### config.mk
export PLATFORM = sky130hd
export DESIGN_NAME = cchc_ctrl
export DESIGN_NICKNAME = d
export VERILOG_FILES = /design/src/common/cchc_pkg.sv /design/src/design/cchc_ctrl.sv
export VERILOG_INCLUDE_DIRS = /design/src /design/src/common
export SDC_FILE = /design/constraint.sdc
export NUM_CORES = 1
export LEC_CHECK = 0
export BUFFER_PORTS_ARGS = -buffer_cell sky130_fd_sc_hd__buf_2
export CAP_MARGIN = 20
export CORE_MARGIN = 3
export CORE_UTILIZATION = 46
export DETAILED_ROUTE_END_ITERATION = 8
export PLACE_DENSITY_LB_ADDON = 0.3
export SLEW_MARGIN = 20
export SYNTH_ARGS = -nofsm -noshare
export SYNTH_HDL_FRONTEND = slang
export SYNTH_SLANG_ARGS = --single-unit
### constraint.sdc
create_clock -name aclk -period 1.6 [get_ports aclk]
set_input_delay 0.08 -clock aclk [delete_from_list [all_inputs] [get_ports aclk]]
set_output_delay 0.08 -clock aclk [all_outputs]
set_load 0.05 [all_outputs]
### src/common/cchc_defs.svh
// Offsets, field positions, reset values and timing constants of the CC hardware control block.
`ifndef CCHC_DEFS_SVH
`define CCHC_DEFS_SVH
`define CCHC_ADDR_HW_CTL 12'h800
`define CCHC_ADDR_STRAP_CFG 12'h804
`define CCHC_ADDR_W 12
`define CCHC_SHORT_HI 15
`define CCHC_SHORT_LO 14
`define CCHC_PAUSE_BIT 12
`define CCHC_UNIT_BIT 11
`define CCHC_MODE_BIT 10
`define CCHC_ACTIVE_BIT 9
`define CCHC_ATTACH_BIT 8
`define CCHC_PWR_HI 7
`define CCHC_PWR_LO 6
`define CCHC_DET_HI 5
`define CCHC_DET_LO 3
`define CCHC_ROLE_BIT 2
`define CCHC_SA_BIT 0
`define CCHC_SHORT_NONE_MSB 1'b0
`define CCHC_SHORT_WAIT 2'b10
`define CCHC_SHORT_WAIT_OR_T 2'b11
`define CCHC_UNIT_SLOW_NS 1600000
`define CCHC_UNIT_FAST_NS 100000
`define CCHC_CLK_NS 100
`define CCHC_RESP_OKAY 2'b00
`define CCHC_RESP_SLVERR 2'b10
`define CCHC_PWR_RESET_NONE 2'h0
`define CCHC_DET_RESET_NONE 3'h0
`define CCHC_CFG_DFP 2'h1
`define CCHC_CFG_SA_UFP 2'h2
`define CCHC_CFG_SA_DFP 2'h3
`define CCHC_BOOT_APPLY 2'h2
`define CCHC_BOOT_DONE 2'h3
`endif

### src/common/cchc_pkg.sv
// Types shared by the CC hardware control block.
package cchc_pkg;
  typedef enum logic [1:0] {
    cchc_dis_idle,
    cchc_dis_wait,
    cchc_dis_on
  } cchc_dis_t;
  typedef struct packed {
    logic [1:0] short_handling_select;
    logic pause_on_message;
    logic match_debounce_unit;
    logic [2:0] detach_select;
    logic port_role;
    logic standalone;
  } cchc_ctl_t;
  typedef struct packed {
    logic debouncer_active_flag;
    logic attached;
    logic [1:0] power_capability_straps;
  } cchc_sts_t;
endpackage

### src/design/cchc_ctrl.sv
// CC hardware control register with AXI4-Lite access and standalone discharge sequencing.
//
// Design decision made here: the AXI4-Lite interface to the registers.
`timescale 1ns/1ps
`include "cchc_defs.svh"
module cchc_ctrl
  import cchc_pkg::*;
#(
  parameter bit HAS_PWR_PINS = 1'b1,
  parameter int unsigned CYCLE_PERIOD_NS = 1600000,
  parameter int unsigned CYCLE_CNT = (CYCLE_PERIOD_NS / `CCHC_CLK_NS) > 0 ?
    (CYCLE_PERIOD_NS / `CCHC_CLK_NS) : 1
) (
  input wire logic aclk,
  input wire logic aresetn,
  input wire logic [11:0] s_axi_awaddr,
  input wire logic s_axi_awvalid,
  output logic s_axi_awready,
  input wire logic [31:0] s_axi_wdata,
  input wire logic [3:0] s_axi_wstrb,
  input wire logic s_axi_wvalid,
  output logic s_axi_wready,
  output logic [1:0] s_axi_bresp,
  output logic s_axi_bvalid,
  input wire logic s_axi_bready,
  input wire logic [11:0] s_axi_araddr,
  input wire logic s_axi_arvalid,
  output logic s_axi_arready,
  output logic [31:0] s_axi_rdata,
  output logic [1:0] s_axi_rresp,
  output logic s_axi_rvalid,
  input wire logic s_axi_rready,
  input wire logic [1:0] cfg_sel_pins,
  input wire logic [1:0] power_capability_straps,
  input wire logic message_seen,
  input wire logic attach_seen,
  input wire logic detach_seen,
  input wire logic orientation_seen,
  input wire logic short_present,
  input wire logic discharge_request,
  output logic debouncer_enable,
  output logic debouncer_pause,
  output logic [2:0] detach_threshold_select,
  output logic [31:0] match_unit_cycles,
  output logic port_role_dfp,
  output logic vconn_enable,
  output logic attach_out,
  output logic orientation_out,
  output logic discharge_start
);
  localparam int unsigned SLOW_CYC = `CCHC_UNIT_SLOW_NS / `CCHC_CLK_NS;
  localparam int unsigned FAST_CYC = `CCHC_UNIT_FAST_NS / `CCHC_CLK_NS;

  // ****************************************
  // State
  // ****************************************
  typedef struct packed {
    cchc_ctl_t ctl;
    logic attached;
    logic orient;
    logic [1:0] boot;
    logic [1:0] cfg_s1;
    logic [1:0] cfg_s2;
    logic [1:0] pwr_s1;
    logic [1:0] pwr_s2;
    logic [1:0] sh_s;
    logic [1:0] at_s1;
    logic [1:0] at_s2;
    logic [1:0] msg_s;
    logic [1:0] or_s;
    logic [1:0] req_s;
    cchc_dis_t dis;
    logic [31:0] tcnt;
    logic aw_got;
    logic [11:0] awaddr;
    logic w_got;
    logic [31:0] wdata;
    logic [3:0] wstrb;
    logic bvalid;
    logic [1:0] bresp;
    logic rvalid;
    logic [31:0] rdata;
    logic [1:0] rresp;
  } cchc_state_t;

  cchc_state_t st;
  cchc_state_t next_st;
  logic sa_dfp;
  logic [15:0] reg_view;

  always_comb begin
    // Standalone DFP is the only configuration in which short handling acts.
    sa_dfp = st.ctl.standalone && st.ctl.port_role;
    reg_view = 16'h0000;
    reg_view[`CCHC_SHORT_HI:`CCHC_SHORT_LO] = st.ctl.short_handling_select;
    reg_view[`CCHC_PAUSE_BIT] = st.ctl.pause_on_message;
    reg_view[`CCHC_UNIT_BIT] = st.ctl.match_debounce_unit;
    reg_view[`CCHC_MODE_BIT] = st.ctl.standalone;
    reg_view[`CCHC_ACTIVE_BIT] = st.ctl.standalone;
    reg_view[`CCHC_ATTACH_BIT] = st.attached;
    reg_view[`CCHC_PWR_HI:`CCHC_PWR_LO] = HAS_PWR_PINS ? st.pwr_s2 : `CCHC_PWR_RESET_NONE;
    reg_view[`CCHC_DET_HI:`CCHC_DET_LO] = st.ctl.detach_select;
    reg_view[`CCHC_ROLE_BIT] = st.ctl.port_role;
    reg_view[`CCHC_SA_BIT] = st.ctl.standalone;
  end

  // ****************************************
  // Next state
  // ****************************************
  always_comb begin
    next_st = st;
    next_st.cfg_s1 = cfg_sel_pins;
    next_st.cfg_s2 = st.cfg_s1;
    next_st.pwr_s1 = power_capability_straps;
    next_st.pwr_s2 = st.pwr_s1;
    next_st.sh_s = {st.sh_s[0], short_present};
    next_st.at_s1 = {attach_seen, detach_seen};
    next_st.at_s2 = st.at_s1;
    next_st.msg_s = {st.msg_s[0], message_seen};
    // Orientation is a pin too; two stages keep it aligned with the attach sync.
    next_st.or_s = {st.or_s[0], orientation_seen};
    next_st.req_s = {st.req_s[0], discharge_request};
    // Straps are only trusted once they have passed the synchroniser.
    if (st.boot != `CCHC_BOOT_DONE) begin
      next_st.boot = st.boot + 2'h1;
      if (st.boot == `CCHC_BOOT_APPLY) begin
        next_st.ctl.standalone = (st.cfg_s2 == `CCHC_CFG_SA_UFP) ||
          (st.cfg_s2 == `CCHC_CFG_SA_DFP);
        next_st.ctl.port_role = (st.cfg_s2 == `CCHC_CFG_DFP) ||
          (st.cfg_s2 == `CCHC_CFG_SA_DFP);
        next_st.ctl.detach_select = HAS_PWR_PINS ? {1'b0, st.pwr_s2} :
          `CCHC_DET_RESET_NONE;
      end
    end
    // Attach tracking only runs while the internal logic owns the port.
    if (!st.ctl.standalone) begin
      next_st.attached = 1'b0;
    end else if (st.at_s2[1]) begin
      next_st.attached = 1'b1;
      next_st.orient = st.or_s[1];
    end else if (st.at_s2[0]) begin
      next_st.attached = 1'b0;
    end
    // Discharge sequencing.
    case (st.dis)
      cchc_dis_idle: begin
        next_st.tcnt = 32'h0;
        if (sa_dfp && st.req_s[1]) begin
          if (st.ctl.short_handling_select[1] == `CCHC_SHORT_NONE_MSB) begin
            next_st.dis = cchc_dis_on;
          end else begin
            next_st.dis = cchc_dis_wait;
          end
        end
      end
      cchc_dis_wait: begin
        next_st.tcnt = st.tcnt + 32'h1;
        if (!sa_dfp) begin
          next_st.dis = cchc_dis_idle;
        end else if (!st.sh_s[1]) begin
          next_st.dis = cchc_dis_on;
        end else if (st.ctl.short_handling_select == `CCHC_SHORT_WAIT_OR_T &&
            st.tcnt >= 32'(CYCLE_CNT - 1)) begin
          next_st.dis = cchc_dis_on;
        end
      end
      cchc_dis_on: begin
        next_st.dis = cchc_dis_idle;
      end
      default: begin
        next_st.dis = cchc_dis_idle;
      end
    endcase
    // ****************************************
    // AXI4-Lite slave
    // ****************************************
    if (s_axi_awvalid && s_axi_awready) begin
      next_st.aw_got = 1'b1;
      next_st.awaddr = s_axi_awaddr;
    end
    if (s_axi_wvalid && s_axi_wready) begin
      next_st.w_got = 1'b1;
      next_st.wdata = s_axi_wdata;
      next_st.wstrb = s_axi_wstrb;
    end
    if (st.bvalid && s_axi_bready) begin
      next_st.bvalid = 1'b0;
    end
    if (st.aw_got && st.w_got && !st.bvalid) begin
      next_st.aw_got = 1'b0;
      next_st.w_got = 1'b0;
      next_st.bvalid = 1'b1;
      next_st.bresp = `CCHC_RESP_OKAY;
      if (st.awaddr == `CCHC_ADDR_HW_CTL) begin
        if (st.wstrb[0]) begin
          next_st.ctl.detach_select = st.wdata[`CCHC_DET_HI:`CCHC_DET_LO];
          next_st.ctl.port_role = st.wdata[`CCHC_ROLE_BIT];
          next_st.ctl.standalone = st.wdata[`CCHC_SA_BIT];
        end
        if (st.wstrb[1]) begin
          next_st.ctl.short_handling_select = st.wdata[`CCHC_SHORT_HI:`CCHC_SHORT_LO];
          next_st.ctl.pause_on_message = st.wdata[`CCHC_PAUSE_BIT];
          next_st.ctl.match_debounce_unit = st.wdata[`CCHC_UNIT_BIT];
        end
      end else begin
        next_st.bresp = `CCHC_RESP_SLVERR;
      end
    end
    if (st.rvalid && s_axi_rready) begin
      next_st.rvalid = 1'b0;
    end
    if (s_axi_arvalid && s_axi_arready) begin
      next_st.rvalid = 1'b1;
      next_st.rresp = `CCHC_RESP_OKAY;
      next_st.rdata = 32'h0;
      if (s_axi_araddr == `CCHC_ADDR_HW_CTL) begin
        next_st.rdata = {16'h0000, reg_view};
      end else if (s_axi_araddr == `CCHC_ADDR_STRAP_CFG) begin
        next_st.rdata = {30'h0, st.cfg_s2};
      end else begin
        next_st.rresp = `CCHC_RESP_SLVERR;
      end
    end
  end

  always_ff @(posedge aclk) begin
    if (!aresetn) begin
      st <= '0;
      st.dis <= cchc_dis_idle;
    end else begin
      st <= next_st;
    end
  end

  // ****************************************
  // Outputs
  // ****************************************
  assign s_axi_awready = !st.aw_got;
  assign s_axi_wready = !st.w_got;
  assign s_axi_bvalid = st.bvalid;
  assign s_axi_bresp = st.bresp;
  assign s_axi_arready = !st.rvalid;
  assign s_axi_rvalid = st.rvalid;
  assign s_axi_rdata = st.rdata;
  assign s_axi_rresp = st.rresp;
  assign debouncer_enable = st.ctl.standalone;
  // Pausing is a plain gate; the debouncer resumes as soon as the message ends.
  assign debouncer_pause = st.ctl.pause_on_message && st.msg_s[1];
  assign detach_threshold_select = st.ctl.detach_select;
  assign match_unit_cycles = st.ctl.match_debounce_unit ? 32'(FAST_CYC) : 32'(SLOW_CYC);
  assign port_role_dfp = st.ctl.port_role;
  assign vconn_enable = st.ctl.standalone && st.attached;
  assign attach_out = st.attached;
  assign orientation_out = st.orient;
  assign discharge_start = (st.dis == cchc_dis_on);
endmodule // cchc_ctrl

# --- Word-level counts from Yosys, hierarchy flattened ---
# Index checks and enable logic that the tools add are counted.
totals:
  reg_bits: 137
  latchBits: 0
  mem_bits_rw: 0
  romBits: 0
  input_bits: 77
  out_inout_bits: 83
  wordCells: 100
  memories: 0
op_classes:
  add_sub_neg: 2
  mul: 0
  div_mod_pow: 0
  magnitude_cmp: 1
  n_eq_ne: 13
  shift: 0
  n_mux: 24
  bitwise_logic: 1
  reduce_logical: 28
op_table:
  columns: ["op", "count"]
  rows:
  - ["case mux 32 bit (2 select lines)", 1]
  - ["equality test 12 bit, second input constant", 3]
  - ["2-to-1 mux 35 bit", 1]
  - ["adder 32 x 1 -> 32 bit, second input constant", 1]
  - [">= comparator 32 x 14 -> 1 bit, second input constant", 1]
  - ["2-to-1 mux 5 bit", 5]
  - ["2-to-1 mux 2 bit", 9]
  - ["2-to-1 mux 16 bit", 1]
  - ["2-to-1 mux 14 bit", 1]
  - ["logical AND 1 bit", 12]
  - ["equality test 2 bit, second input constant", 5]
  - ["nonzero test 2 bit", 4]
  - ["AND reduction 2 bit", 3]
  - ["equality test 2 x 1 -> 1 bit, second input constant", 2]
  - ["logical NOT 1 bit", 4]
  - ["2-to-1 mux 1 bit", 4]
  - ["!= test 2 bit, second input constant", 2]
  - ["!= test 4 bit, second input constant", 1]
  - ["case mux 2 bit (2 select lines)", 1]
  - ["2-to-1 mux 3 bit", 1]
  - ["AND reduction 3 bit", 1]
  - ["adder 2 x 1 -> 2 bit, second input constant", 1]
  - ["logical NOT 2 bit", 1]
  - ["logical OR 1 bit", 2]
  - ["other kinds (2)", 2]

# --- Longest topological paths before layout ---
logic_depth:
  ltp_word: 7
  ltp_mapped: 7
  ltp_nobuf: 6

# --- Worst setup path before layout ---
# No wires, ideal clock.
synth_path:
  path_kind: "flip-flop to flip-flop"
  start: "register st, in the netlist s_axi_rvalid"
  end: "register st, in the netlist s_axi_rdata[11]"
  setup_ns: 0.070
  arrival_time_ns: 1.761
  required_ns: 1.530
  slack_ns: -0.231
  path_stages_with_launch: 6
  n_path_buf: 1
  period_less_slack_ns: 1.831
  cell_sequence: "dfxtp_1 -> inv_1 -> nand2_1 -> clkbuf_1 -> nand2_1 -> a21oi_1"
synth_via:
  elab_chain_cells: 2
synth_rtl:
  columns: ["element", "line_no", "text"]
  rows:
  - ["from (decl)", "cchc_ctrl.sv:86", "cchc_state_t st;"]
  - ["from (signal assigned)", "cchc_ctrl.sv:231", "st <= next_st;"]
  - ["logical NOT 1 bit", "cchc_ctrl.sv:242", "assign s_axi_arready = !st.rvalid;"]
  - ["named net s_axi_arready", "cchc_ctrl.sv:28", "output logic s_axi_arready,"]
  - ["logical AND 1 bit", "cchc_ctrl.sv:212", "if (s_axi_arvalid && s_axi_arready) begin"]
# The timed path passes the listed nets, and every way through them passes these cells.
# A chain may end at the register's enable or synchronous reset.

# --- Final worst setup path ---
layout_path:
  start: "register st[85] (netlist bit)"
  end: "register st, in the netlist debouncer_enable"
layout_via:
  elab_chain_cells: 3
layout_rtl:
  columns: ["element", "line_no", "text"]
  rows:
  - ["equality test 12 bit (no source line)", null, null]
  - ["2-to-1 mux 5 bit", "cchc_ctrl.sv:194", "if (st.awaddr == `CCHC_ADDR_HW_CTL) begin"]
  - ["2-to-1 mux 5 bit", "cchc_ctrl.sv:189", "if (st.aw_got && st.w_got && !st.bvalid) begin"]
# Every way passes these cells.

==> impl_metrics.json <==
{
  "peakVddDrop_mv": 0.706,
  "max_freq_mhz": 577,
  "seq_area_frac_synth_pct": 44.6,
  "period_share_pct": 108,
  "min_to": "s_axi_rdata[1]$_SDFFE_PN0P_",
  "outcome": "complete, but fails checks",
  "relSlewSlack_pct": 59.4,
  "synth.distinct_cells": 43,
  "wire_per_inst_um": 12.7,
  "yosys-top-cells-area": "dfxtp_1, buf_4, nand2_1",
  "reg2reg_depth": 5,
  "num_vias": 4007,
  "die_area_mm2": 0.0120,
  "finClkSkew_ns": 0.0118,
  "required_ns": 1.88,
  "power_density_mw_per_mm2": 869,
  "globalRoute.totalOverflow": 0,
  "port_buffers": 91,
  "hpwl_um": 7320,
  "setup_viol": 10,
  "slew_viol_final": 0,
  "violations": "setup timing",
  "gp_congestion": 0.798,
  "worstSkewPairLatency_ns": 0.38,
  "r2r_setup_slack_ns": -0.13,
  "final.setup.worst_slack_ns": -0.134,
  "placedCellCount": 778,
  "coreArea_mm2": 0.0104,
  "synth_edf_count": 0,
  "final_cells": 838,
  "ys.flop_type": "dfxtp_1",
  "p_total_w": 0.00528,
  "synth_top_area_share_pct": 44.6,
  "rsz0062_at_grt": "yes",
  "rows": 37,
  "fin_tns_setup_ns": -0.914,
  "areaGrowthSynthToFinish_pct": 23.1,
  "start_kind": "flip-flop",
  "antenna_left": 0,
  "cp_max_fo": 7,
  "crit_type": "flip-flop to flip-flop",
  "cp.arrival_ns": 2.01,
  "fin_area_mm2": 0.00608,
  "synth_seq_cells": 110,
  "grt_max_degree": 57,
  "grt_pass1_vias": 3832,
  "wl_um": 10600,
  "grt_pass1_wl_um": 17000,
  "grt_usage_pct": 17.8,
  "synth_cells": 568,
  "fillerInstances": 904,
  "r2r-end": "debouncer_enable$_SDFF_PN0_",
  "layout_commonest_cell": "nand2_1",
  "fin_crit_ns": 1.73,
  "dr.pass1.iters": 4,
  "cts_root_buf": "clkbuf_8",
  "layout_common_cells": "nand2_1, dfxtp_1, buf_2",
  "initial_core_util_pct": 47.6,
  "p_leak_nw": 2.65,
  "dp_slack_ns": -0.128,
  "nNetsFinal": 777,
  "clockBufferDepth": 2,
  "placedInstanceArea_mm2": 0.00538,
  "fp.dieW_um": 110,
  "cts_tree": "built",
  "cts_made_buffers": 9,
  "h-tree-depth": 3,
  "min_from": "s_axi_araddr[2]",
  "via_per_inst": 4.78,
  "worst_pin_slew_ns": 0.608,
  "n_antenna_cell": 0,
  "die_h_um": 110,
  "syn_area_per_cell_um2": 8.70,
  "antenna_found_initial": 0,
  "yosysTopAreaCell": "dfxtp_1",
  "reg2reg_from": "st[85]$_SDFFE_PN0P_",
  "drc": 0,
  "min_path_cells": 3,
  "hp-class": "primary input to flip-flop",
  "num_io_pins": 160,
  "cts.sinks": 110,
  "netlist_area_mm2": 0.00494,
  "synth_warnings": 0,
  "clk_pin_slew_worst_paths_ns": 0.11,
  "hold_viol": 0,
  "drive_above_1_share_pct": 24.4,
  "async_flop_share_pct": 0,
  "drv_cap": 0,
  "endpoint_kind": "flip-flop",
  "first_iter_violations": 156
}
==> power breakdown <==
group | switching [W] | internal, W
combinational | 0.000473 | 0.000239
clock | 0.000947 | 0.000751
sequential | 0.0000537 | 0.00282
total | 0.00147 | 0.00381
==> logic make-up after synthesis <==
kind of cell	Yosys count	synth area share, %
flops	110	44.6
xor+xnor	31	5.50
mux	4	0.810
fa+ha+maj	3	0.760
other cells	2	0.152
simple gates	255	26.0
buf+inv	100	13.2
compound gates	63	8.94
==> flip-flops by register name (all words and copies together), names as in the netlist <==
signal                   count
debouncer_enable             1
st                          69
s_axi_rdata                 14
attach_out                   1
port_role_dfp                1
detach_threshold_select      3
s_axi_rresp                  1
s_axi_bresp                  1
reg_view                     6
orientation_out              1
next_st                     10
s_axi_bvalid                 1
s_axi_rvalid                 1
==> repair_timing <==
| item | 4_1_cts | 5_1_grt |
|---|---|---|
| endpoints found under the hold margin | 37 | 0 |
| setup endpoints to repair | 11 | 31 |
| resized for setup | 4 | 23 |
| hold buffers | 38 | 0 |
| pin swaps | 3 | 12 |
| setup buffers | 0 | 4 |
| cloned | 1 | 1 |
==> synth_stat cells (all sizes together) (2+ instances only) <==
cell type	count
ha	3
mux2i	4
inv	8
nand3	20
dfxtp	110
nor2	41
nand2	103
and2	27
conb	2
or4	3
xor2	23
a21boi	30
buf	73
nand4	10
nor4	10
a21oi	13
xnor2	8
nor3	3
and4	7
nor2b	12
o21ai	6
nand2b	2
clkbuf	19
o211a	5
a22oi	3
and3	9
nand3b	4
==> worst max-delay path: stages (launching register included) <==
cell and delay, ns:
dfxtp_2 0.34, or4b_4 0.57, nor4_4 0.28, buf_6 0.17, nand2_4 0.06, o211a_1 0.22
==> per-stage QoR <==
step | util [%] | hold slack, ns
floorplan | - | 0.196
global placement | 51.9 | 0.288
detailed placement | 51.9 | 0.294
CTS | 57.6 | 0.0188
global route | 58.7 | 0.0330
finish | 58.7 | 0.0393
==> how the worst max path moves through the flow <==
| stage | start | end | slack, ns | depth (start not counted) |
|---|---|---|---|---|
| finish | st[85]$_SDFFE_PN0P_ | debouncer_enable$_SDFF_PN0_ | -0.13 | 5 |
| global route | st[85]$_SDFFE_PN0P_ | detach_threshold_select[1]$_SDFF_PN0_ | -0.17 | 5 |
| CTS | st[76]$_SDFFE_PN0P_ | detach_threshold_select[1]$_SDFF_PN0_ | -0.15 | 5 |
| detailed placement | st[85]$_SDFFE_PN0P_ | detach_threshold_select[1]$_SDFF_PN0_ | -0.13 | 5 |
| global placement | st[77]$_SDFFE_PN0P_ | detach_threshold_select[0]$_SDFF_PN0_ | -0.09 | 5 |
| floorplan | st[77]$_SDFFE_PN0P_ | debouncer_enable$_SDFF_PN0_ | -0.11 | 4 |
==> routing by layer <==
metal	part of all wire [%]	wire [um]	track usage, %	up-vias
li1	-	-	-	2027
met1	42	4490	20.5	1874
met2	52	5560	31.7	86
met3	3.7	397	4.52	20
met4	1.8	190	6.59	0
met5	0	0	0	-
==> cell type report <==
type                       count  area (um^2)  share of cell area (%)
timing repair buffer         168         1160                    19.1
inverter                       8         30.0                   0.494
clock inverter                 5         66.3                    1.09
clock buffer                  11          131                    2.16
tap                          136          170                    2.80
multi-input combinational    400         2300                    37.8
sequential                   110         2220                    36.5
No activity file was read; power rests on OpenSTA's default activity.
